$ cat src/ppmt_pkg.sv
// Package: register map, field layout, field encodings and state type of the port core
package ppmt_pkg;
  // ****************************************************************
  // Register offsets
  // ****************************************************************
  localparam logic [7:0] CTRL_OFS     = 8'h00;
  localparam logic [7:0] MODE_OFS     = 8'h10;
  localparam logic [7:0] ADDR_OFS     = 8'h20;
  localparam logic [7:0] DOUT_OFS     = 8'h30;
  localparam logic [7:0] DIN_OFS      = 8'h40;
  // ****************************************************************
  // Control register fields
  // ****************************************************************
  localparam int CTRL_ON_BIT  = 15;
  localparam int CTRL_CSF_LSB = 6;
  localparam int CTRL_CS2P    = 4;
  localparam int CTRL_CHIP_SELECT_ONE_POLARITY    = 3;
  localparam int CTRL_WRITE_STROBE_POLARITY    = 1;
  localparam int CTRL_READ_STROBE_POLARITY    = 0;
  localparam logic [31:0] CTRL_MASK  = 32'h0000_80DB;
  localparam logic [31:0] CTRL_RESET = 32'h0000_0000;
  // ****************************************************************
  // Mode register fields
  // ****************************************************************
  localparam int MODE_BUSY_BIT = 15;
  localparam int MODE_IRQ_LSB  = 13;
  localparam int MODE_INC_LSB  = 11;
  localparam int MODE_WIDE_BIT = 10;
  localparam int MODE_SEL_LSB  = 8;
  localparam int MODE_WB_LSB   = 6;
  localparam int MODE_WM_LSB   = 2;
  localparam int MODE_WE_LSB   = 0;
  localparam logic [31:0] MODE_MASK  = 32'h0000_7FFF;
  localparam logic [31:0] MODE_RESET = 32'h0000_0000;
  localparam logic [31:0] ADDR_RESET = 32'h0000_0000;
  // ****************************************************************
  // Field encodings
  // ****************************************************************
  localparam logic [1:0] SEL_LEGACY = 2'h0;
  localparam logic [1:0] SEL_ENH    = 2'h1;
  localparam logic [1:0] SEL_MAST2  = 2'h2;
  localparam logic [1:0] SEL_MAST1  = 2'h3;
  localparam logic [1:0] IRQ_NONE   = 2'h0;
  localparam logic [1:0] IRQ_CYCLE  = 2'h1;
  localparam logic [1:0] IRQ_BUF    = 2'h2;
  localparam logic [1:0] INC_NONE   = 2'h0;
  localparam logic [1:0] INC_UP     = 2'h1;
  localparam logic [1:0] INC_DOWN   = 2'h2;
  localparam logic [1:0] INC_BUF    = 2'h3;
  localparam logic [1:0] CSF_ADDR   = 2'h0;
  localparam logic [1:0] CSF_CS2    = 2'h1;
  localparam logic [1:0] CSF_BOTH   = 2'h2;
  // ****************************************************************
  // Port state machine
  // ****************************************************************
  typedef enum logic [1:0] {
    ST_IDLE   = 2'b00,
    ST_SETUP  = 2'b01,
    ST_STROBE = 2'b11,
    ST_HOLD   = 2'b10
  } ppmt_state_type;
endpackage

$ cat src/ppmt_core.sv
// Parallel port mode, polarity and wait-state core with AHB-Lite registers
//
// Implementation choices: the AHB-Lite slave port and the register offsets.
`timescale 1ns/1ns
module ppmt_core (
  input  wire logic        CLK_IN,
  input  wire logic        RST_N_IN,
  input  wire logic        CE_IN,
  input  wire logic        HSEL_IN,
  input  wire logic [31:0] HADDR_IN,
  input  wire logic [1:0]  HTRANS_IN,
  input  wire logic        HWRITE_IN,
  input  wire logic [2:0]  HSIZE_IN,
  input  wire logic [31:0] HWDATA_IN,
  input  wire logic        HREADY_IN,
  output logic      [31:0] HRDATA_OUT,
  output logic             HREADYOUT_OUT,
  output logic             HRESP_OUT,
  input  wire logic        SLAVE_RD_IN,
  input  wire logic        SLAVE_WR_IN,
  input  wire logic [1:0]  SLAVE_ADDR_IN,
  input  wire logic [15:0] PORT_DATA_IN,
  output logic      [15:0] PORT_DATA_OUT,
  output logic      [15:0] PORT_DATA_OE_OUT,
  output logic      [15:0] PORT_ADDRESS_LINES_OUT,
  output logic             WRITE_STROBE_OUT,
  output logic             READ_STROBE_OUT,
  output logic             ENABLE_STROBE_OUT,
  output logic             DIRECTION_STROBE_OUT,
  output logic             CHIP_SELECT_ONE_OUT,
  output logic             CHIP_SELECT_TWO_OUT,
  output logic             IRQ_OUT,
  output logic      [1:0]  BUF_PTR_OUT
);
  // ****************************************************************
  // State
  // ****************************************************************
  typedef struct packed {
    logic [31:0]             ctrl;
    logic [31:0]             mode;
    logic [15:0]             addr;
    logic [15:0]             dout;
    logic [15:0]             din;
    logic                    dp_wr;
    logic                    dp_act;
    logic [7:0]              dp_addr;
    logic [31:0]             rdata;
    ppmt_pkg::ppmt_state_type st;
    logic                    is_rd;
    logic [3:0]              cnt;
    logic                    busy;
    logic                    irq;
    logic [1:0]              bptr;
    logic                    sl_rd_d;
    logic                    sl_wr_d;
  } ppmt_regs_type;

  ppmt_regs_type s_r;
  ppmt_regs_type s_nxt;
  logic [1:0]    rst_sync_r;
  logic          rst_n;
  assign rst_n = rst_sync_r[1];

  // ****************************************************************
  // Decoded fields
  // ****************************************************************
  logic       on_bit;
  logic [1:0] sel;
  logic [1:0] irq_mode_field;
  logic [1:0] address_step_mode;
  logic       wide;
  logic [1:0] csf;
  logic [3:0] wm;
  logic [1:0] wb;
  logic [1:0] we;
  logic       master;
  logic       strobe_act;
  logic       cs1_is_cs;
  logic       cs2_is_cs;
  assign on_bit = s_r.ctrl[ppmt_pkg::CTRL_ON_BIT];
  assign sel    = s_r.mode[ppmt_pkg::MODE_SEL_LSB +: 2];
  assign irq_mode_field   = s_r.mode[ppmt_pkg::MODE_IRQ_LSB +: 2];
  assign address_step_mode   = s_r.mode[ppmt_pkg::MODE_INC_LSB +: 2];
  assign wide   = s_r.mode[ppmt_pkg::MODE_WIDE_BIT];
  assign csf    = s_r.ctrl[ppmt_pkg::CTRL_CSF_LSB +: 2];
  assign wm     = s_r.mode[ppmt_pkg::MODE_WM_LSB +: 4];
  assign wb     = s_r.mode[ppmt_pkg::MODE_WB_LSB +: 2];
  assign we     = s_r.mode[ppmt_pkg::MODE_WE_LSB +: 2];
  assign master = (sel == ppmt_pkg::SEL_MAST1) ||
                  (sel == ppmt_pkg::SEL_MAST2);
  assign cs1_is_cs = (csf == ppmt_pkg::CSF_BOTH);
  assign cs2_is_cs = (csf == ppmt_pkg::CSF_BOTH) ||
                     (csf == ppmt_pkg::CSF_CS2);
  assign strobe_act = (s_r.st == ppmt_pkg::ST_STROBE);

  // ****************************************************************
  // Next state
  // ****************************************************************
  logic        acc_ok;
  logic        abort;
  logic        start;
  logic        start_rd;
  logic        cyc_end;
  logic [31:0] wmask;
  logic [15:0] step_mask;
  logic [15:0] stepped;
  logic [3:0]  setup_cnt;
  logic [3:0]  hold_cnt;
  logic        sl_rd_edge;
  logic        sl_wr_edge;

  always_comb begin
    s_nxt          = s_r;
    abort    = 1'b0;
    acc_ok   = HSEL_IN && HREADY_IN && HTRANS_IN[1];
    start    = 1'b0;
    start_rd = 1'b0;
    cyc_end  = 1'b0;
    wmask    = 32'h0000_0000;
    s_nxt.irq = 1'b0;
    sl_rd_edge = SLAVE_RD_IN && !s_r.sl_rd_d;
    sl_wr_edge = SLAVE_WR_IN && !s_r.sl_wr_d;
    s_nxt.sl_rd_d = SLAVE_RD_IN;
    s_nxt.sl_wr_d = SLAVE_WR_IN;
    // Zero strobe field forces setup one, hold one (wr) or none (rd)
    setup_cnt = (wm == 4'h0) ? 4'h0 : {2'b00, wb};
    if (wm == 4'h0) begin
      hold_cnt = 4'h0;
    end else begin
      hold_cnt = {2'b00, we};
    end
    // Chip-select bits are never stepped
    step_mask = {~cs2_is_cs, ~cs1_is_cs, 14'h3FFF};
    stepped   = s_r.addr;
    // Register write data phase
    if (s_r.dp_act && s_r.dp_wr) begin
      unique case (s_r.dp_addr)
        ppmt_pkg::CTRL_OFS: begin
          s_nxt.ctrl = HWDATA_IN & ppmt_pkg::CTRL_MASK;
          abort      = !HWDATA_IN[ppmt_pkg::CTRL_ON_BIT];
        end
        ppmt_pkg::MODE_OFS: begin
          wmask = ppmt_pkg::MODE_MASK;
          s_nxt.mode = (s_r.mode & ~wmask) | (HWDATA_IN & wmask);
        end
        ppmt_pkg::ADDR_OFS: s_nxt.addr = HWDATA_IN[15:0];
        ppmt_pkg::DOUT_OFS: s_nxt.dout = HWDATA_IN[15:0];
        ppmt_pkg::DIN_OFS: begin
          s_nxt.dout = HWDATA_IN[15:0];
          start = 1'b1;
        end
        default: ;
      endcase
    end
    if (s_r.dp_act && !s_r.dp_wr &&
        s_r.dp_addr == ppmt_pkg::DIN_OFS) begin
      start    = 1'b1;
      start_rd = 1'b1;
    end
    // Address phase capture; answer always zero wait
    s_nxt.dp_act  = acc_ok;
    s_nxt.dp_wr   = HWRITE_IN;
    s_nxt.dp_addr = HADDR_IN[7:0];
    if (acc_ok && !HWRITE_IN) begin
      unique case (HADDR_IN[7:0])
        ppmt_pkg::CTRL_OFS: s_nxt.rdata = s_r.ctrl;
        ppmt_pkg::MODE_OFS: s_nxt.rdata = {s_r.mode[31:16], s_r.busy,
                                           s_r.mode[14:0]};
        ppmt_pkg::ADDR_OFS: s_nxt.rdata = {16'h0000, s_r.addr};
        ppmt_pkg::DOUT_OFS: s_nxt.rdata = {16'h0000, s_r.dout};
        ppmt_pkg::DIN_OFS:  s_nxt.rdata = {16'h0000, s_r.din};
        default:            s_nxt.rdata = 32'h0000_0000;
      endcase
    end
    // Transfer sequencer
    if (start && on_bit && master && s_r.st == ppmt_pkg::ST_IDLE) begin
      s_nxt.st    = ppmt_pkg::ST_SETUP;
      s_nxt.is_rd = start_rd;
      s_nxt.cnt   = setup_cnt;
      s_nxt.busy  = 1'b1;
    end else begin
      unique case (s_r.st)
        ppmt_pkg::ST_IDLE: ;
        ppmt_pkg::ST_SETUP: begin
          if (s_r.cnt == 4'h0) begin
            s_nxt.st  = ppmt_pkg::ST_STROBE;
            s_nxt.cnt = wm;
          end else begin
            s_nxt.cnt = s_r.cnt - 4'h1;
          end
        end
        ppmt_pkg::ST_STROBE: begin
          if (s_r.cnt == 4'h0) begin
            if (s_r.is_rd) begin
              s_nxt.din = wide ? PORT_DATA_IN
                               : {8'h00, PORT_DATA_IN[7:0]};
            end
            if (s_r.is_rd && hold_cnt == 4'h0) begin
              cyc_end = 1'b1;
            end else begin
              s_nxt.st  = ppmt_pkg::ST_HOLD;
              s_nxt.cnt = s_r.is_rd ? hold_cnt - 4'h1 : hold_cnt;
            end
          end else begin
            s_nxt.cnt = s_r.cnt - 4'h1;
          end
        end
        ppmt_pkg::ST_HOLD: begin
          if (s_r.cnt == 4'h0) begin
            cyc_end = 1'b1;
          end else begin
            s_nxt.cnt = s_r.cnt - 4'h1;
          end
        end
      endcase
    end
    if (cyc_end) begin
      s_nxt.st   = ppmt_pkg::ST_IDLE;
      s_nxt.busy = 1'b0;
      if (irq_mode_field == ppmt_pkg::IRQ_CYCLE) begin
        s_nxt.irq = 1'b1;
      end
      if (address_step_mode == ppmt_pkg::INC_UP) begin
        stepped = s_r.addr + 16'h0001;
      end else if (address_step_mode == ppmt_pkg::INC_DOWN) begin
        stepped = s_r.addr - 16'h0001;
      end
      s_nxt.addr = (stepped & step_mask) | (s_r.addr & ~step_mask);
    end
    if (abort || !on_bit) begin
      s_nxt.st   = ppmt_pkg::ST_IDLE;
      s_nxt.busy = 1'b0;
    end
    // Slave side accesses from the external host
    if (on_bit && !master && (sl_rd_edge || sl_wr_edge)) begin
      if (irq_mode_field == ppmt_pkg::IRQ_CYCLE) begin
        s_nxt.irq = 1'b1;
      end
      if (irq_mode_field == ppmt_pkg::IRQ_BUF) begin
        if (sel == ppmt_pkg::SEL_ENH && SLAVE_ADDR_IN == 2'h3) begin
          s_nxt.irq = 1'b1;
        end
        if (sel == ppmt_pkg::SEL_LEGACY && s_r.bptr == 2'h3) begin
          s_nxt.irq = 1'b1;
        end
      end
      if (address_step_mode == ppmt_pkg::INC_BUF && sel == ppmt_pkg::SEL_LEGACY) begin
        s_nxt.bptr = s_r.bptr + 2'h1;
      end
    end
  end

  // ****************************************************************
  // Registers
  // ****************************************************************
  always_ff @(posedge CLK_IN or negedge RST_N_IN) begin
    if (!RST_N_IN) begin
      rst_sync_r <= 2'b00;
    end else begin
      rst_sync_r <= {rst_sync_r[0], 1'b1};
    end
  end

  always_ff @(posedge CLK_IN or negedge rst_n) begin
    if (!rst_n) begin
      s_r.ctrl    <= ppmt_pkg::CTRL_RESET;
      s_r.mode    <= ppmt_pkg::MODE_RESET;
      s_r.addr    <= 16'h0000;
      s_r.dout    <= 16'h0000;
      s_r.din     <= 16'h0000;
      s_r.dp_wr   <= 1'b0;
      s_r.dp_act  <= 1'b0;
      s_r.dp_addr <= 8'h00;
      s_r.rdata   <= 32'h0000_0000;
      s_r.st      <= ppmt_pkg::ST_IDLE;
      s_r.is_rd   <= 1'b0;
      s_r.cnt     <= 4'h0;
      s_r.busy    <= 1'b0;
      s_r.irq     <= 1'b0;
      s_r.bptr    <= 2'h0;
      s_r.sl_rd_d <= 1'b0;
      s_r.sl_wr_d <= 1'b0;
    end else if (CE_IN) begin
      s_r.ctrl    <= s_nxt.ctrl;
      s_r.mode    <= s_nxt.mode;
      s_r.addr    <= s_nxt.addr;
      s_r.dout    <= s_nxt.dout;
      s_r.din     <= s_nxt.din;
      s_r.dp_wr   <= s_nxt.dp_wr;
      s_r.dp_act  <= s_nxt.dp_act;
      s_r.dp_addr <= s_nxt.dp_addr;
      s_r.rdata   <= s_nxt.rdata;
      s_r.st      <= s_nxt.st;
      s_r.is_rd   <= s_nxt.is_rd;
      s_r.cnt     <= s_nxt.cnt;
      s_r.busy    <= s_nxt.busy;
      s_r.irq     <= s_nxt.irq;
      s_r.bptr    <= s_nxt.bptr;
      s_r.sl_rd_d <= s_nxt.sl_rd_d;
      s_r.sl_wr_d <= s_nxt.sl_wr_d;
    end
  end

  // ****************************************************************
  // Outputs
  // ****************************************************************
  logic m1;
  logic act_wr;
  logic act_rd;
  assign m1     = (sel == ppmt_pkg::SEL_MAST1);
  assign act_wr = strobe_act && !s_r.is_rd;
  assign act_rd = strobe_act && s_r.is_rd;
  assign HRDATA_OUT    = s_r.rdata;
  assign HREADYOUT_OUT = 1'b1;
  assign HRESP_OUT     = 1'b0;
  assign IRQ_OUT       = s_r.irq;
  assign BUF_PTR_OUT   = s_r.bptr;
  assign PORT_DATA_OUT = s_r.dout;
  assign PORT_DATA_OE_OUT = (s_r.st != ppmt_pkg::ST_IDLE && !s_r.is_rd)
    ? (wide ? 16'hFFFF : 16'h00FF) : 16'h0000;
  assign PORT_ADDRESS_LINES_OUT = {cs2_is_cs ? 1'b0 : s_r.addr[15],
                                   cs1_is_cs ? 1'b0 : s_r.addr[14],
                                   s_r.addr[13:0]};
  assign WRITE_STROBE_OUT = (!m1 && act_wr) ~^
                            s_r.ctrl[ppmt_pkg::CTRL_WRITE_STROBE_POLARITY];
  assign READ_STROBE_OUT  = (!m1 && act_rd) ~^
                            s_r.ctrl[ppmt_pkg::CTRL_READ_STROBE_POLARITY];
  assign ENABLE_STROBE_OUT = (m1 && strobe_act) ~^
                             s_r.ctrl[ppmt_pkg::CTRL_WRITE_STROBE_POLARITY];
  assign DIRECTION_STROBE_OUT = (m1 && s_r.st != ppmt_pkg::ST_IDLE &&
    s_r.is_rd) ~^ s_r.ctrl[ppmt_pkg::CTRL_READ_STROBE_POLARITY];
  // Pins in address use show the address bit, polarity unused
  assign CHIP_SELECT_ONE_OUT = cs1_is_cs ? ((s_r.st != ppmt_pkg::ST_IDLE
    && s_r.addr[14]) ~^ s_r.ctrl[ppmt_pkg::CTRL_CHIP_SELECT_ONE_POLARITY])
    : s_r.addr[14];
  assign CHIP_SELECT_TWO_OUT = cs2_is_cs ? ((s_r.st != ppmt_pkg::ST_IDLE
    && s_r.addr[15]) ~^ s_r.ctrl[ppmt_pkg::CTRL_CS2P])
    : s_r.addr[15];
endmodule

$ cat config.mk
export PLATFORM = sky130hd
export DESIGN_NAME = ppmt_core
export DESIGN_NICKNAME = d
export VERILOG_FILES = /design/src/ppmt_pkg.sv /design/src/ppmt_core.sv
export SDC_FILE = /design/constraint.sdc
export NUM_CORES = 1
export LEC_CHECK = 0
export BUFFER_PORTS_ARGS = -buffer_cell sky130_fd_sc_hd__buf_2
export CAP_MARGIN = 30
export CORE_UTILIZATION = 54
export DETAILED_ROUTE_END_ITERATION = 6
export PLACE_DENSITY_LB_ADDON = 0.3
export SETUP_SLACK_MARGIN = 0.3
export SYNTH_ARGS = -nofsm -noshare
export SYNTH_HDL_FRONTEND = slang
export SYNTH_SLANG_ARGS = --single-unit
$ cat constraint.sdc
create_clock -name CLK_IN -period 3.8 [get_ports CLK_IN]
set_clock_uncertainty 0.1 [all_clocks]
set_input_delay 0.19 -clock CLK_IN [delete_from_list [all_inputs] [get_ports CLK_IN]]
set_output_delay 0.19 -clock CLK_IN [all_outputs]
set_load 0.02 [all_outputs]
==> results of run 1 <==
through the flow:
| step | cell area, um2 | instances |
|---|---|---|
| floorplan | 6970 | 722 |
| global placement | 7230 | 923 |
| detailed placement | 7260 | 925 |
| CTS | 7790 | 966 |
| global route | 7790 | 966 |
| finish | 7790 | 966 |
power breakdown:
part           total, W  internal [W]  switching (W)
clock          0.000932      0.000457       0.000475
combinational  0.000229      0.000104       0.000126
sequential      0.00128       0.00122      0.0000594
total           0.00244       0.00178       0.000660
cells in the final DEF (no fill, tap or decap), drive strengths merged, types with 15 or more instances in the layout:
cell / synthesis / routed
a21oi: 32 / 32
a22oi: 16 / 16
dlygate4sd3: 0 / 25
inv: 18 / 21
nor3: 20 / 20
buf: 88 / 157
nand3: 15 / 15
mux2: 60 / 60
or4: 17 / 17
o21ai: 23 / 23
a31oi: 20 / 20
dfrtp: 112 / 112
nor2: 17 / 17
nand2: 66 / 66
a21o: 19 / 19
final timing paths:
path	to	slack, ns	cells past startpoint
hold reg to reg	HRDATA_OUT[1]	0.13	0
hold / removal	s_r[64]	0.003	3
setup / recovery	PORT_ADDRESS_LINES_OUT[9]	0.64	8
max in group asynchronous	s_r[57]	2.78	1
setup reg to reg	PORT_ADDRESS_LINES_OUT[9]	0.64	8
min in group asynchronous	rst_sync_r[0]	0.03	2
cell usage after synthesis, drive strengths merged (4+ instances only):
cell type	instances
inv	18
nand2b	11
buf	88
or4	17
o22ai	6
mux2	60
xnor2	5
and2	8
and3	8
nor2	17
nor2b	6
a21oi	32
mux2i	4
ha	10
nor4	12
a21o	19
o221ai	4
dfrtp	112
xor2	7
nand3	15
a222oi	10
nand2	66
a211oi	7
o21ai	23
o41ai	4
o31ai	7
a22oi	16
a31oi	20
nor3	20
nor4b	4
clkbuf	38
nand4	4
sequential cells by signal, summed over array words and instances (netlist names):
register,flops
BUF_PTR_OUT,2
HRDATA_OUT,17
IRQ_OUT,1
PORT_ADDRESS_LINES_OUT,14
PORT_DATA_OUT,16
address_step_mode,2
csf,2
irq_mode_field,2
on_bit,1
rst_sync_r,2
s_r,53
worst min-delay path, delay by kind of cell:
kind,cells,cell delay (ns)
AO/OA/AOI/OAI,1,0.08
AND/OR/NAND/NOR,1,0.05
buffers and inverters,1,0.11
routing by layer:
| layer | part of all wire [%] | vias to the layer above |
|---|---|---|
| met4 | 4.0 | 0 |
| met2 | 48 | 304 |
| met1 | 41 | 2926 |
| met5 | 0 | - |
| li1 | - | 2711 |
| met3 | 7.1 | 40 |
cell type report:
class                   count  area, um2  area share, %
clock buffers              10        229           2.94
well taps                 172        215           2.76
clock inverters             6       51.3          0.658
flip-flops and latches    112       2810           36.0
repair buffers            182       1100           14.1
inverters                  18       67.6          0.867
multi-input cells         466       3320           42.6
cells by family (layout without fill, tap and decap cells):
| kind of cell | after synthesis | count (layout) |
|---|---|---|
| multiplexers | 65 | 65 |
| other | 2 | 3 |
| adder cells (fa/ha/maj) | 10 | 10 |
| AO/OA/AOI/OAI | 170 | 170 |
| flip-flops | 112 | 112 |
| buffers and inverters | 144 | 216 |
| AND/OR/NAND/NOR | 206 | 206 |
| XOR/XNOR | 12 | 12 |
==> results.yml, run 1 <==
place:
  dpl_worst_slack_ns: 0.739
  hpwl_um: 14000
  gp_congestion: 0.930
  numPortBuffers: 139
synth:
  synth-compound-area-share_pct: 16.8
  synthMuxAreaShare_pct: 10.6
  netlist-cell-type-count: 70
  synthesis.area_per_instance_um2: 9.66
  yosys_warnings: 0
  yosys.area_share.adder_pct: 1.80
  dominantRegCellSynth: "dfrtp_1"
  synth_top_family_by_area: "compound AO/OA/AOI/OAI gates"
  synth.top_cell.area_share_pct: 40.3
  synth_top_cell_by_area: "dfrtp_1"
  synth.yosys.seq_area_share_pct: 40.3
  synth_simple_gate_area_share_pct: 16.6
  syn_inst: 721
  ys_seq_elements: 112
  synthTopCellsByArea: "dfrtp_1, buf_4, mux2_2"
  async_flop_share_pct: 100
  synth_area_um2: 6960
  synth_xor_xnor_area_share_pct: 1.51
  synth_edf_count: 0
detailed_routing:
  routed_wl_um: 19500
  wire_per_inst_um: 20.2
  drc_errors: 8
  routed_via_density: 6.19
  vias: 5981
  first_pass_iters: 7
  ant_nets: 0
  drt_iter0_drc: 635
cts:
  clock-sinks: 112
  cts_htree_levels: 3
  ctsResizeCount: 0
  clock_path_buffers: 2
  root_buffer: "clkbuf_16"
  post-cts-setup-buffers: 0
  numCtsBuffers: 9
  clk_latency_ns: 0.36
  clkTransAtPathRegs_ns: 0.08
  hold_buffers: 25
  cts_tree: "yes"
sta:
  setup_viol_count_final: 0
  fmax_ghz: 0.316
  finalSetupTns_ns: 0
  finalHoldViolations: 0
  max_slew.worst_pin.slew_ns: 0.792
  setup_ws_ns: 0.640
  maxSlewViolCount: 0
  fin_crit_ns: 3.16
  relSlewSlack_pct: 47.1
  rsz0062_at_grt: "no"
  fin_hold_ws_ns: 0.00311
  period_share_pct: 83.1
worst_setup_path:
  critical_path_arrival_ns: 3.31
  end_kind: "flop"
  worst_setup_path_start_kind: "flop"
  critPathSlowestCell: "or3b_2"
  crit_path_max_incr_delay_ns: 0.52
  worstPathCellList: "inv_1, ha_1, or3b_2, nor4_4, a211oi_2, buf_4, or2_1, o22a_1"
  required_ns: 3.95
  reg2reg_from: "s_r[11]"
  critPathLaunch: "s_r[11]"
  crit_buf_inv: 2
  worst-path-max-fanout: 20
  critPathTopFamily: "simple AND/OR/NAND/NOR gates"
  crit_type: "flop to flop"
die:
  io_pins: 186
  die_h_um: 116
  start_util_pct: 55.2
  rows: 41
  coreArea_um2: 12600
  dieWidth_um: 116
  die_area_um2: 13300
cells_and_area:
  diodes: 0
  fin_util_pct: 61.8
  syn2layout_area_growth_pct: 12.0
  drive_gt1_share_pct: 29.8
  fillerInstances: 1075
  nNetsFinal: 894
global_routing:
  antenna_found_initial: 0
  grt.overflow.total: 0
  grt_use_met2_pct: 48.4
  met1_usage_pct: 39.7
  top_usage_layer: "met2"
  grt_max_degree: 61
  met3_usage_pct: 3.56
  grt_usage_pct: 30.1
  grt_pass1_vias: 5626
  grt_pass1_wl_um: 29900
hold_path:
  hp-class: "input pin to flop"
  hp-start: "PORT_DATA_IN[9]"
outcome:
  outcome: "complete, but fails checks"
  violations: "design-rule violations"
power_and_ir_drop:
  vdd_drop_max_uv: 200
  p_leak_nw: 3.69
  p_per_area_nw_per_um2: 314
  finalPower_w: 0.00244
job:
  drv_cap: 0
No activity file was read; power rests on OpenSTA's default activity.
==> inputs of run 2 (changes only) <==
==> constraint.sdc (replaced) <==
create_clock -name CLK_IN -period 3.25 [get_ports CLK_IN]
set_clock_uncertainty 0.1 [all_clocks]
set_input_delay 0.1625 -clock CLK_IN [delete_from_list [all_inputs] [get_ports CLK_IN]]
set_output_delay 0.1625 -clock CLK_IN [all_outputs]
set_load 0.02 [all_outputs]
==> results.yml, run 2 (synthesis results as in run 1) <==
cells_and_area:
  drive_gt1_share_pct: 31.2
  top_register: "s_r"
  instances_no_fill: 986
  fin_util_pct: 63.4
  largest_reg_flops: 53
  syn2layout_area_growth_pct: 14.9
  diodes: 0
  mostFrequentLayoutCell: "buf_2"
  regArea_um2: 2810
  final_cell_mix: "buf_2, dfrtp_1, nand2_1"
  multi_input_comb_area_um2: 3360
  fillerInstances: 1079
  nNetsFinal: 914
global_routing:
  grt_pass1_wl_um: 31000
  grt.overflow.total: 0
  grt_pass1_vias: 5814
  grt_usage_pct: 30.8
  grt_max_degree: 66
  antenna_found_initial: 0
die:
  die_area_um2: 13300
  start_util_pct: 55.2
  io_pins: 186
  die_h_um: 116
  coreArea_um2: 12600
  rows: 41
  dieWidth_um: 116
cts:
  clkTransAtPathRegs_ns: 0.08
  cts_htree_levels: 3
  numCtsBuffers: 9
  cts_tree: "yes"
  clock-sinks: 112
  clock_path_buffers: 2
  root_buffer: "clkbuf_16"
  clk_latency_ns: 0.36
worst_setup_path:
  critical_path_arrival_ns: 3.03
  critPathCapture: "s_r[9]"
  critPathLaunch: "s_r[11]"
  worst_setup_path_start_kind: "flop"
  worst-path-max-fanout: 8
  reg2reg_setup_slack_ns: 0.36
  reg2reg_from: "s_r[11]"
  end_kind: "flop"
  crit_type: "flop to flop"
  required_ns: 3.39
  reg2regPathDepth: 6
  r2r-end: "s_r[9]"
power_and_ir_drop:
  vdd_drop_max_uv: 248
  p_leak_nw: 3.80
  p_per_area_nw_per_um2: 357
  finalPower_w: 0.00286
sta:
  relSlewSlack_pct: 55.2
  finalSetupTns_ns: 0
  fin_hold_ws_ns: 0.00277
  setup_viol_count_final: 0
  rsz0062_at_grt: "no"
  fin_crit_ns: 2.89
  fmax_ghz: 0.346
  finalHoldViolations: 0
  period_share_pct: 89.0
  maxSlewViolCount: 0
  max_slew.worst_pin.slew_ns: 0.671
place:
  hpwl_um: 14300
  place_inst: 932
  gp_congestion: 0.914
  numPortBuffers: 139
detailed_routing:
  drt_iter0_drc: 855
  drc_errors: 0
  first_pass_iters: 6
  routed_wl_um: 20000
  wire_per_inst_um: 20.3
  ant_nets: 0
  routed_via_density: 6.18
  vias: 6095
outcome:
  outcome: "completed"
job:
  drv_cap: 0
hold_path:
  hp-class: "input pin to asynchronous set/reset pin"
## run 2: per-stage QoR
step           cell area [um2]  worst slack, ns
2_1_floorplan             6970            0.614
3_5_place_dp              7310            0.251
6_report                  8000            0.358
3_3_place_gp              7300            0.395
5_1_grt                   8000            0.307
4_1_cts                   7970            0.331
## run 2: metal layers
layer  GRT usage, %  vias to the layer above  wire length [um]
li1               -                     2751                 -
met1           40.4                     2950              8090
met2           50.3                      330              9640
met3           3.92                       64              1490
met4           16.1                        0               802
met5              0                        -                 0
## run 2: critical path, stage by stage (launching register included)
cell and delay [ns]:
dfrtp_1 0.43, inv_1 0.11, ha_2 0.28, or3b_2 0.52, nor4_4 0.43, o221ai_1 0.41
o41ai_1 0.49
## run 2: final cells by class
cell class / instances / area share [%]
clock buffers: 9 / 2.82
clock inverters: 7 / 0.719
inverters: 18 / 0.845
multi-input cells: 466 / 42.0
flip-flops and latches: 112 / 35.1
well taps: 172 / 2.69
repair buffers: 202 / 15.9
## run 2: worst min path at each step
stage / endpoint / slack, ns
after detailed placement: rst_sync_r[1] / -0.15
final: rst_sync_r[0] / 0.003
after global routing: s_r[110] / 0.008
after floorplan: rst_sync_r[0] / -0.23
after CTS: rst_sync_r[1] / 0.002
after global placement: rst_sync_r[0] / -0.15
## run 2: where the power goes
| group | total [W] | internal [W] | switching, W |
|---|---|---|---|
| registers | 0.00150 | 0.00143 | 0.0000731 |
| clock network | 0.00108 | 0.000530 | 0.000545 |
| logic | 0.000280 | 0.000130 | 0.000150 |
## run 2: repair_timing
| item | CTS | global route |
|---|---|---|
| buffers inserted | 3 | 0 |
| gates resized for setup | 1 | 7 |
| setup endpoints to repair | 9 | 37 |
| pin swaps | 1 | 0 |
| hold endpoints to repair | 45 | 0 |
| hold buffers | 35 | 0 |
